[src/shared/cpf_pkg.sv]
// Purpose: constants and types for the codec port frame configuration block
// Assumes: 32-bit Avalon-MM register bus, byte addresses, one word per register
// Notes:   serial samples are 16 bits carried in time slot 0 of each frame
package cpf_pkg;
   // -------------------------------------------------------------------------
   // register map (byte addresses)
   // -------------------------------------------------------------------------
   localparam logic [3:0] CPF_ADDR_CFG    = 4'h0;  // framing and byte order bits
   localparam logic [3:0] CPF_ADDR_SLOT0  = 4'h4;  // serial clocks in time slot 0
   localparam logic [3:0] CPF_ADDR_FRAME  = 4'h8;  // serial clocks per frame
   localparam logic [3:0] CPF_ADDR_STATUS = 4'hC;  // read-only block state

   // -------------------------------------------------------------------------
   // field positions and reset values
   // -------------------------------------------------------------------------
   localparam int         CPF_CFG_W       = 6;     // width of config register
   localparam logic [7:0] CPF_CFG_RST     = 8'h30; // edge and level bits set
   localparam logic [7:0] CPF_SLOT0_RST   = 8'h10; // slot 0 of 16 clocks
   localparam logic [7:0] CPF_FRAME_RST   = 8'h20; // frame of 32 clocks
   localparam int         CPF_ST_FRM_LSB  = 8;     // frame counter position
   localparam int         CPF_ST_SYNC     = 0;     // generated sync level
   localparam int         CPF_ST_TXFULL   = 1;     // transmit holding word full
   localparam int         CPF_ST_DIR      = 2;     // sync is an input

   // -------------------------------------------------------------------------
   // widths and timing
   // -------------------------------------------------------------------------
   localparam int         CPF_SAMPLE_W    = 16;    // bits per audio sample
   localparam int         CPF_BYTES       = 2;     // bytes per audio sample
   localparam logic [7:0] CPF_SAMPLE_LAST = 8'h0F; // last bit index of a sample
   localparam int         CPF_SYNC_FF     = 3;     // flip-flops per pin input

   // configuration bits in their register order
   typedef struct packed {
      logic edge_sel;     // serial_clock_edge_select
      logic sync_level;   // sync_level_select
      logic sync_len;     // sync_length_select
      logic byte_swap;    // sample_byte_swap
      logic clk_dir;      // serial_clock_direction
      logic sync_dir;     // sync_direction
   } cpf_cfg_s;
endpackage

[src/rtl/cpf_swap.sv]
// Purpose: reverse or keep the byte order of one audio sample
// Assumes: sample width is a whole number of bytes
// Notes:   purely combinational, one instance per transfer direction
`timescale 1ns/1ps
module cpf_swap
   import cpf_pkg::*;
#(
   parameter int BYTES = CPF_BYTES
) (
   // control
   input  wire logic                 swap,
   // data
   input  wire logic [BYTES*8-1:0]   din,
   output logic      [BYTES*8-1:0]   dout
);
   // ---------------------------------------------------------------------------
   // per byte lane selection
   // ---------------------------------------------------------------------------
   genvar g;
   generate
      for (g = 0; g < BYTES; g++) begin : g_lane
         // lane g takes its mirror lane when swapping, else itself
         assign dout[g*8 +: 8] = swap ? din[(BYTES-1-g)*8 +: 8] : din[g*8 +: 8];
      end
   endgenerate
endmodule

[src/rtl/cpf_top.sv]
// Purpose: framing, clock edge and byte order control of a codec serial port
// Assumes: serial clock comes from the codec and is sampled by CLK_SYS
// Notes:   sample in slot 0 is sent and received most significant bit first
//
// Functional notes
// - long sync spans all of time slot 0
// - short sync lasts one serial clock
// - swap set reverses bytes of each sample
// - swap clear keeps byte order unchanged
// - byte order applies in both directions
// - sync direction set makes sync an input
// - sync direction clear drives generated sync
//
// Local design decisions: the register addresses and the Avalon-MM slave port.
`timescale 1ns/1ps
module cpf_top
   import cpf_pkg::*;
(
   // clock and reset
   input  wire logic                    CLK_SYS,
   input  wire logic                    RST_B,
   // avalon-mm slave
   input  wire logic [3:0]              AVS_ADDRESS,
   input  wire logic                    AVS_READ,
   input  wire logic                    AVS_WRITE,
   input  wire logic [31:0]             AVS_WRITEDATA,
   input  wire logic [3:0]              AVS_BYTEENABLE,
   output logic      [31:0]             AVS_READDATA,
   output logic                         AVS_WAITREQUEST,
   // endpoint buffer to port
   input  wire logic [CPF_SAMPLE_W-1:0] EP_TX_DATA,
   input  wire logic                    EP_TX_VALID,
   output logic                         EP_TX_READY,
   // port to endpoint buffer
   output logic      [CPF_SAMPLE_W-1:0] EP_RX_DATA,
   output logic                         EP_RX_VALID,
   // codec pins
   input  wire logic                    PORT_SERIAL_CLOCK,
   input  wire logic                    PORT_FRAME_SYNC_I,
   output logic                         PORT_FRAME_SYNC_O,
   output logic                         PORT_FRAME_SYNC_OE_B,
   output logic                         PORT_SERIAL_OUT,
   input  wire logic                    PORT_SERIAL_IN
);
   // ---------------------------------------------------------------------------
   // reset release
   // ---------------------------------------------------------------------------
   logic [1:0] rst_sync_q;   // release shift chain
   logic       rst_n;        // released reset for the rest of the block

   // two stage release of the asynchronous reset
   always_ff @(posedge CLK_SYS or negedge RST_B) begin
      if (!RST_B) begin
         rst_sync_q <= 2'h0;
      end else begin
         rst_sync_q <= {rst_sync_q[0], 1'b1};
      end
   end
   assign rst_n = rst_sync_q[1];

   // ---------------------------------------------------------------------------
   // registers and bus slave
   // ---------------------------------------------------------------------------
   cpf_cfg_s    cfg_q;         // configuration bits
   logic [7:0]  slot0_q;       // serial clocks in slot 0
   logic [7:0]  frame_q;       // serial clocks per frame
   logic [7:0]  frm_cnt_q;     // frames started, wraps
   logic        ack_q;         // answer cycle of a bus access
   logic [31:0] rdata_q;       // registered read data
   logic        req;           // access pending
   logic        wr_go;         // write takes effect this edge
   logic [31:0] rd_mux;        // read selection
   logic        tx_full_q;     // transmit holding word full
   logic        fs_q;          // generated sync level
   logic        cfg_wr;        // configuration write this edge
   cpf_cfg_s    cfg_d;         // configuration after this edge

   assign req             = AVS_READ | AVS_WRITE;
   assign AVS_WAITREQUEST = req & ~ack_q;
   assign wr_go           = AVS_WRITE & ack_q & AVS_BYTEENABLE[0];
   assign AVS_READDATA    = rdata_q;
   assign cfg_wr          = wr_go & (AVS_ADDRESS == CPF_ADDR_CFG);
   assign cfg_d           = cfg_wr ? cpf_cfg_s'(AVS_WRITEDATA[CPF_CFG_W-1:0]) : cfg_q;
   assign rd_mux =
      (AVS_ADDRESS == CPF_ADDR_CFG)    ? {26'h0, cfg_q} :
      (AVS_ADDRESS == CPF_ADDR_SLOT0)  ? {24'h0, slot0_q} :
      (AVS_ADDRESS == CPF_ADDR_FRAME)  ? {24'h0, frame_q} :
      (AVS_ADDRESS == CPF_ADDR_STATUS) ? {16'h0, frm_cnt_q, 5'h0, cfg_q.sync_dir,
                                          tx_full_q, PORT_FRAME_SYNC_O} :
      32'h0;

   // one wait cycle per access; read data captured in the wait cycle
   always_ff @(posedge CLK_SYS or negedge rst_n) begin
      if (!rst_n) begin
         ack_q   <= 1'b0;
         rdata_q <= 32'h0;
      end else begin
         ack_q   <= req & ~ack_q;
         rdata_q <= (AVS_READ & ~ack_q) ? rd_mux : rdata_q;
      end
   end

   // software writes, low byte lane only, unmapped addresses ignored
   always_ff @(posedge CLK_SYS or negedge rst_n) begin
      if (!rst_n) begin
         cfg_q   <= cpf_cfg_s'(CPF_CFG_RST[CPF_CFG_W-1:0]);
         slot0_q <= CPF_SLOT0_RST;
         frame_q <= CPF_FRAME_RST;
      end else if (wr_go) begin
         if (AVS_ADDRESS == CPF_ADDR_CFG) begin
            cfg_q <= cpf_cfg_s'(AVS_WRITEDATA[CPF_CFG_W-1:0]);
         end
         if (AVS_ADDRESS == CPF_ADDR_SLOT0) begin
            slot0_q <= AVS_WRITEDATA[7:0];
         end
         if (AVS_ADDRESS == CPF_ADDR_FRAME) begin
            frame_q <= AVS_WRITEDATA[7:0];
         end
      end
   end

   // ---------------------------------------------------------------------------
   // pin input filtering: clock, sync in, data in
   // ---------------------------------------------------------------------------
   logic [2:0] s1_q, s2_q, s3_q;  // three flip-flop chain per pin
   logic [2:0] lvl_q;             // accepted levels
   logic [2:0] agree;             // second and third stage agree
   logic       sck_rise, sck_fall;
   logic       launch_e, sample_e;

   assign agree    = ~(s2_q ^ s3_q);
   assign sck_rise = agree[0] & s3_q[0] & ~lvl_q[0];
   assign sck_fall = agree[0] & ~s3_q[0] & lvl_q[0];
   assign launch_e = cfg_q.edge_sel ? sck_fall : sck_rise;
   assign sample_e = cfg_q.edge_sel ? sck_rise : sck_fall;

   // synchronise and accept a level once two later stages agree
   always_ff @(posedge CLK_SYS or negedge rst_n) begin
      if (!rst_n) begin
         s1_q  <= 3'h0;
         s2_q  <= 3'h0;
         s3_q  <= 3'h0;
         lvl_q <= 3'h0;
      end else begin
         s1_q  <= {PORT_SERIAL_IN, PORT_FRAME_SYNC_I, PORT_SERIAL_CLOCK};
         s2_q  <= s1_q;
         s3_q  <= s2_q;
         lvl_q <= (agree & s3_q) | (~agree & lvl_q);
      end
   end

   // ---------------------------------------------------------------------------
   // frame timing and sync
   // ---------------------------------------------------------------------------
   logic [7:0] bit_cnt_q;   // serial clock index in frame
   logic [7:0] nc;          // index after this launch edge
   logic       start_q;     // external sync seen, frame restarts
   logic       ext_rise;    // external sync rising, accepted
   logic       fs_next;     // generated sync for the next clock

   assign ext_rise = agree[1] & s3_q[1] & ~lvl_q[1];
   assign nc = (cfg_q.sync_dir & start_q) ? 8'h00 :
               (bit_cnt_q >= frame_q - 8'h01) ? 8'h00 : bit_cnt_q + 8'h01;
   assign fs_next = cfg_q.sync_len ? (nc < slot0_q) : (nc == 8'h00);

   assign PORT_FRAME_SYNC_O    = fs_q;
   assign PORT_FRAME_SYNC_OE_B = cfg_q.sync_dir;

   // counter moves on the launch edge; sync too, unless the pin is handed over
   always_ff @(posedge CLK_SYS or negedge rst_n) begin
      if (!rst_n) begin
         bit_cnt_q <= 8'h00;
         fs_q      <= 1'b0;
         start_q   <= 1'b0;
         frm_cnt_q <= 8'h00;
      end else begin
         start_q <= ext_rise | (start_q & ~launch_e);
         // sync drops in the same edge that hands the pin to the codec
         fs_q    <= ~cfg_d.sync_dir & (launch_e ? fs_next : fs_q);
         if (launch_e) begin
            bit_cnt_q <= nc;
            frm_cnt_q <= (nc == 8'h00) ? frm_cnt_q + 8'h01 : frm_cnt_q;
         end
      end
   end

   // ---------------------------------------------------------------------------
   // sample transfer with byte order selection
   // ---------------------------------------------------------------------------
   logic [CPF_SAMPLE_W-1:0] tx_sw;       // endpoint word after selection
   logic [CPF_SAMPLE_W-1:0] tx_hold_q;   // word waiting for a frame
   logic [CPF_SAMPLE_W-1:0] tx_cur_q;    // word being shifted out
   logic [CPF_SAMPLE_W-1:0] tx_word;     // word feeding the output bit
   logic [CPF_SAMPLE_W-1:0] rx_sh_q;     // received bits
   logic [CPF_SAMPLE_W-1:0] rx_word;     // completed sample
   logic [CPF_SAMPLE_W-1:0] rx_sw;       // completed sample after selection
   logic                    tx_take;     // endpoint word accepted
   logic                    rx_done;     // last sample bit sampled
   logic                    so_q;        // serial output bit
   logic                    rx_v_q;      // receive valid pulse
   logic [CPF_SAMPLE_W-1:0] rx_data_q;   // receive data

   cpf_swap #(.BYTES(CPF_BYTES)) u_tx_swap (
      .swap (cfg_q.byte_swap),
      .din  (EP_TX_DATA),
      .dout (tx_sw)
   );
   cpf_swap #(.BYTES(CPF_BYTES)) u_rx_swap (
      .swap (cfg_q.byte_swap),
      .din  (rx_word),
      .dout (rx_sw)
   );

   assign EP_TX_READY = ~tx_full_q;
   assign tx_take     = EP_TX_VALID & ~tx_full_q;
   assign tx_word     = (nc == 8'h00) ? (tx_full_q ? tx_hold_q : '0) : tx_cur_q;
   assign rx_word     = {rx_sh_q[CPF_SAMPLE_W-2:0], lvl_q[2]};
   assign rx_done     = sample_e & (bit_cnt_q == CPF_SAMPLE_LAST);
   assign PORT_SERIAL_OUT = so_q;
   assign EP_RX_DATA  = rx_data_q;
   assign EP_RX_VALID = rx_v_q;

   // holding word and output shifting on launch edges
   always_ff @(posedge CLK_SYS or negedge rst_n) begin
      if (!rst_n) begin
         tx_hold_q <= '0;
         tx_full_q <= 1'b0;
         tx_cur_q  <= '0;
         so_q      <= 1'b0;
      end else begin
         if (tx_take) begin
            tx_hold_q <= tx_sw;
         end
         tx_full_q <= tx_take | (tx_full_q & ~(launch_e & (nc == 8'h00)));
         if (launch_e) begin
            tx_cur_q <= (nc == 8'h00) ? tx_word : tx_cur_q;
            so_q     <= (nc <= CPF_SAMPLE_LAST) ? tx_word[CPF_SAMPLE_LAST[3:0] - nc[3:0]]
                                                : 1'b0;
         end
      end
   end

   // input shifting on sample edges, word out after the last bit
   always_ff @(posedge CLK_SYS or negedge rst_n) begin
      if (!rst_n) begin
         rx_sh_q   <= '0;
         rx_v_q    <= 1'b0;
         rx_data_q <= '0;
      end else begin
         rx_v_q <= rx_done;
         if (sample_e & (bit_cnt_q <= CPF_SAMPLE_LAST)) begin
            rx_sh_q <= rx_word;
         end
         if (rx_done) begin
            rx_data_q <= rx_sw;
         end
      end
   end
endmodule

[config.mk]
export PLATFORM = sky130hd
export DESIGN_NAME = cpf_top
export DESIGN_NICKNAME = d
export VERILOG_FILES = /design/src/shared/cpf_pkg.sv /design/src/rtl/cpf_swap.sv /design/src/rtl/cpf_top.sv
export SDC_FILE = /design/constraint.sdc
export NUM_CORES = 1
export LEC_CHECK = 0
export BUFFER_PORTS_ARGS = -buffer_cell sky130_fd_sc_hd__clkbuf_2
export CORE_ASPECT_RATIO = 0.9
export CORE_UTILIZATION = 51
export CTS_CLUSTER_DIAMETER = 80
export CTS_CLUSTER_SIZE = 14
export DETAILED_ROUTE_END_ITERATION = 8
export GPL_TIMING_DRIVEN = 1
export PLACE_DENSITY = 0.79
export RECOVER_POWER = 50
export SLEW_MARGIN = 20
export SYNTH_ARGS = -nofsm -noshare
export SYNTH_HDL_FRONTEND = slang
export SYNTH_SLANG_ARGS = --single-unit
[constraint.sdc]
create_clock -name CLK_SYS -period 4.5 [get_ports CLK_SYS]
set_clock_uncertainty 0.1 [all_clocks]
set_input_delay 0.45 -clock CLK_SYS [delete_from_list [all_inputs] [get_ports CLK_SYS]]
set_output_delay 0.45 -clock CLK_SYS [all_outputs]
set_load 0.01 [all_outputs]
Word level (Yosys, flattened, before mapping)

Cells that the tools add are included.

Register bits: 153
Bits in latches: 0
Bits in writable memories: 0
ROM bits: 0
Input port bits: 64
Output and inout port bits: 54
Logic and storage cells: 101
Memories kept: 0

Add/subtract/negate cells: 4
Multipliers: 0
Divide/modulo/power cells: 0
$lt $le $gt $ge: 5
Equality and inequality tests: 4
Shift operators: 0
Mux-type cells: 20
Bitwise logic cells: 36
Reductions and logical operators: 6

Operators by type and width:

| kind                  | number |
|---|---|
| $mux W16              | 6 |
| $mux W8               | 6 |
| $and A1 B1 Y1         | 19 |
| $add A8 B1 Y8 const B | 2 |
| $le A8 B4 Y1 const B  | 2 |
| $eq A4 B4 Y1 const B  | 2 |
| $eq A8 B4 Y1 const B  | 1 |
| $ge A8 B8 Y1          | 1 |
| $logic_not A8 Y1      | 1 |
| $lt A8 B8 Y1          | 1 |
| $not A1 Y1            | 8 |
| $reduce_and A2 Y1     | 4 |
| $sub A8 B1 Y8 const B | 1 |
| $mux W1               | 7 |
| $and A3 B3 Y3         | 2 |
| $not A3 Y3            | 2 |
| $lt A4 B5 Y1 const B  | 1 |
| $bmux W1 S4           | 1 |
| $eq A4 B3 Y1 const B  | 1 |
| $logic_not A4 Y1      | 1 |
| $sub A4 B4 Y4 const A | 1 |
| $or A1 B1 Y1          | 3 |
| $or A3 B3 Y3          | 1 |
| $xor A3 B3 Y3         | 1 |

Longest topological paths before layout

Word-level depth: 9
Depth in mapped cells: 19
Gate-level depth less buffers: 17

By module

A second synthesis with hierarchy kept.

Cell total of the unflattened synthesis: 605
Area total of the unflattened synthesis: 7021.7 um2

By module, submodules not included:

| module   | instances | cells each | area an instance (um2) |
|---|---|---|---|
| cpf_top  | 1         | 569        | 6523.8 |
| cpf_swap | 2         | 18         | 249.0 |

Worst setup path before layout

OpenSTA, ideal clock, no wires.

Path type: register to register
Start: register bit_cnt_q[0]
End: register fs_q (netlist: PORT_FRAME_SYNC_O)
Data arrival time: 3.766 ns
Data required time: 4.335 ns
Slack: 0.569 ns
Stages on the path, launching flop included: 19
Buffers on the path: 4
Clock period less this slack: 3.931 ns
Path through: dfrtp_1 clkbuf_1 clkbuf_1 inv_1 ha_1 nand2b_1 a21oi_1 o31ai_1 clkbuf_1 clkbuf_1 nor2_1 ha_1 o21a_1 o21ai_0 a21o_1 o311ai_0 maj3_1 a21oi_1 o221a_2

Longest elaborated chain between the ends: 7

Ends and longest elaborated chain:

| element                                          | line           | text |
|---|---|---|
| from (decl)                                      | cpf_top.sv:155 | `logic [7:0] bit_cnt_q;` |
| from (signal assigned)                           | cpf_top.sv:181 | `bit_cnt_q <= nc;` |
| $add A8 B1 Y8 or $ge A8 B8 Y1 (tied branches)    | cpf_top.sv:163 | `(bit_cnt_q >= frame_q - 8'h01) ? 8'h00 : bit_cnt_q + 8'h01;` |
| $mux W8 *                                        | cpf_top.sv:163 |  |
| $mux W8 *                                        | cpf_top.sv:162 | `assign nc = (cfg_q.sync_dir & start_q) ? 8'h00 :` |
| via nc[1]                                        | cpf_top.sv:156 | `logic [7:0] nc;` |
| $lt A8 B8 Y1 or $logic_not A8 Y1 (tied branches) | cpf_top.sv:164 | `assign fs_next = cfg_q.sync_len ? (nc < slot0_q) : (nc == 8'h00);` |
| $mux W1 *                                        | cpf_top.sv:164 |  |
| $mux W1 *                                        | cpf_top.sv:179 | `fs_q <= ~cfg_d.sync_dir & (launch_e ? fs_next : fs_q);` |
| $and A1 B1 Y1 *                                  | cpf_top.sv:179 |  |
| to (signal assigned)                             | cpf_top.sv:179 |  |
| to (decl)                                        | cpf_top.sv:74  | `logic fs_q;` |

Mark *: on every way through the listed nets, which the timed path passes. The rest lies on a longest branch.
A chain may end at the register's enable or synchronous reset.

Worst setup path in the final report

Start: register frame_q[3]
End: register fs_q (netlist: PORT_FRAME_SYNC_O)

Longest elaborated chain between the ends: 8

Ends and longest elaborated chain:

| element                                          | line           | text |
|---|---|---|
| from (decl)                                      | cpf_top.sv:66  | `logic [7:0] frame_q;` |
| from (signal assigned)                           | cpf_top.sv:117 | `frame_q <= AVS_WRITEDATA[7:0];` |
| $sub A8 B1 Y8 *                                  | cpf_top.sv:163 |  |
| $ge A8 B8 Y1 *                                   | cpf_top.sv:163 |  |
| $mux W8 *                                        | cpf_top.sv:163 |  |
| $mux W8 *                                        | cpf_top.sv:162 |  |
| via nc[1]                                        | cpf_top.sv:156 |  |
| $lt A8 B8 Y1 or $logic_not A8 Y1 (tied branches) | cpf_top.sv:164 |  |
| $mux W1 *                                        | cpf_top.sv:164 |  |
| $mux W1 *                                        | cpf_top.sv:179 |  |
| $and A1 B1 Y1 *                                  | cpf_top.sv:179 |  |

Marks and branches as above.

==> reports/results.ini <==
[cells_and_area]
drive_gt1_frac=0.171
num_antenna_cells=0
syn2layout_area_growth_pct=14.2
final_common_cell=dfrtp_1
nNetsFinal=785
most-common-layout-cells=dfrtp_1, nand2_1, o21ai_0

[floorplanning]
dieArea_mm2=0.0134
die_y_um=110
core-area_mm2=0.0127
initial_core_util=0.521
die_x_um=122
io_pins=118
fp-row-count=39

[clocking]
clk_pin_slew_ps=60
cts.path.max_buffers=2
root_buffer=clkbuf_16
cts_setup_buffers=0
cts_tree=yes
htree_levels=4
cts_buffers=17
tritoncts_num_sinks=137
clk_latency_ps=420

[drt]
route.detailed.drc=0
avgRoutedWirePerCell_um=15.7
drtPass1Iterations=5
vias=4846
initialDrtViolationCount=333
ant_nets=0
viasPerCell=5.52
routed_wirelength_um=13800

[synth]
ys_ff_latch=137
yosysUniqueCellTypes=56
synth_edf_count=0
ys.flop_type=dfrtp_1
avgSynthCellArea_um2=10.3
seq_area_frac_synth=0.519
async_flop_share=1.00
synthCells=640
syn_area_mm2=0.00662
ys_warn_count=0

[worst_hold_path]
min_to=s1_q[1]
min_path_cells=1
min_path_type=in2reg
min_from=PORT_FRAME_SYNC_I

[setup_path]
crit_arrival_ps=4270
cp_max_fo=5
critPathLaunchType=register
r2r_cells=16
timing.rr.start=frame_q[3]
r2r_setup_slack_ps=490
end_kind=register
crit_start=frame_q[3]
critical_path_class=reg2reg
cp.required_ps=4760
timing.rr.end=PORT_FRAME_SYNC_O

[grt]
overflow=0
antenna_found_initial=0
first_global_vias=4737
grt_max_degree=59
grt.total_usage=0.223
grt_pass1_wl_um=22900

[sta]
min_period_over_period=0.892
slew_headroom=0.0910
finalCriticalPeriod_ps=4010
fmax_ghz=0.249
tightest_slew_ps=1360
hold_viol_final=0
hold_ws_ps=32.6
finalSetupViolCount=0
finalMaxSlewViolations=0
fin_tns_setup_ps=0
rsz0062_at_grt=false

[placed_design]
place_congestion=0.904
dpl.hpwl_um=9390
port_buffers=74

[power]
pwr-share-comb=0.274
pwr-share-seq=0.412
p_int_mw=2.78
swShare=0.351
power_per_cell_area_mw_per_mm2=567
p_switching_mw=1.50
p_leak_nw=3.55
ir_drop_mv=0.383
power_frac_clock=0.314

[run_status]
status=finished clean

[job]
maxCapViolCount=0

registers in the layout, indices dropped and copies added (netlist names), 8 cells and up, named ones only:
name,flops
AVS_READDATA,16
EP_RX_DATA,16
tx_cur_q,16
tx_hold_q,16
rx_sh_q,15
bit_cnt_q,8
frame_q,8
frm_cnt_q,8
slot0_q,8
cells in the mapped netlist (6+ instances only):
cell type  instances  share of area
a21o_1             6         0.0068
a21oi_1           24          0.018
a31oi_1            6         0.0057
nor4_1             7         0.0066
a22oi_1            6         0.0068
buf_4             17          0.019
xnor2_1           10          0.013
nand2_1          102          0.058
nand3_1           21          0.016
nor2_1            37          0.021
ha_1              20          0.038
a211oi_1           6         0.0068
mux2i_1           36          0.054
o21ai_0           41          0.031
a22o_1             8          0.011
mux2_2            32          0.054
xor2_1             8          0.011
clkbuf_1          31          0.018
inv_1             18          0.010
dfrtp_1          133           0.50
power by group through the flow:
stage	sequential, mW	clock (mW)	combinational [mW]
after global routing	1.80	1.42	1.32
after global placement	1.76	0	1.09
after floorplan	1.68	0	0.936
after detailed placement	1.78	0	1.16
final	1.77	1.35	1.17
after CTS	1.76	1.37	1.18
cells by family after synthesis:
family,count (synthesis),synth area share
AND/OR/NAND/NOR,199,0.136
flip-flops,137,0.519
buffers and inverters,74,0.0543
adder cells (fa/ha/maj),22,0.0409
other,2,0.00114
XOR/XNOR,18,0.0238
multiplexers,68,0.109
AO/OA/AOI/OAI,120,0.116
per-stage QoR:
| step | instances | setup WS, ps | utilization | total power [mW] | area [um2] |
|---|---|---|---|---|---|
| after detailed placement | 845 | 516 | 0.554 | 2.94 | 7030 |
| after global routing | 878 | 260 | 0.596 | 4.54 | 7560 |
| final | 878 | 488 | 0.596 | 4.29 | 7560 |
| after global placement | 845 | 715 | 0.554 | 2.85 | 7030 |
| after CTS | 878 | 498 | 0.600 | 4.31 | 7610 |
| after floorplan | 655 | 307 | - | 2.61 | 6670 |
worst max-delay path, cell delays in order, from the launching register on:
cell and delay [ps]:
dfrtp_1 430, nor4_1 370, nand2_1 130, xor2_1 170
ha_1 310, a21o_1 190, a221oi_1 320, o31ai_2 170
nor2_1 180, ha_1 260, o21a_1 160, o21ai_0 190
a21o_1 100, o311ai_0 150, maj3_1 380, a21oi_1 150
o221a_2 190
worst max path at each step:
| stage | to | cells past startpoint |
|---|---|---|
| final | PORT_FRAME_SYNC_O | 16 |
| after global routing | PORT_FRAME_SYNC_O | 16 |
| after CTS | PORT_FRAME_SYNC_O | 16 |
| after detailed placement | PORT_FRAME_SYNC_O | 16 |
| after global placement | PORT_FRAME_SYNC_O | 16 |
| after floorplan | AVS_READDATA[0] | 0 |
routing by layer:
metal | global-route usage | routed length, um | up-vias
met3 | 0.0586 | 832 | 22
met1 | 0.284 | 6170 | 2341
met5 | 0 | 0 | -
met2 | 0.365 | 6580 | 157
met4 | 0.0862 | 197 | 0
li1 | - | - | 2326
timing repair:
action                    CTS  global route
hold buffers                1             0
hold endpoints to repair    2             0
gates resized for setup     0             0
final cells by class:
cell class,instances,area [um2]
fill,1071,5130
sequential,137,3430
multi-input combinational,444,2890
clock buffer,20,447
timing repair buffer,83,383
tap,164,205
clock inverter,12,129
inverter,18,67.6
Power figures use the tool's default switching activity.
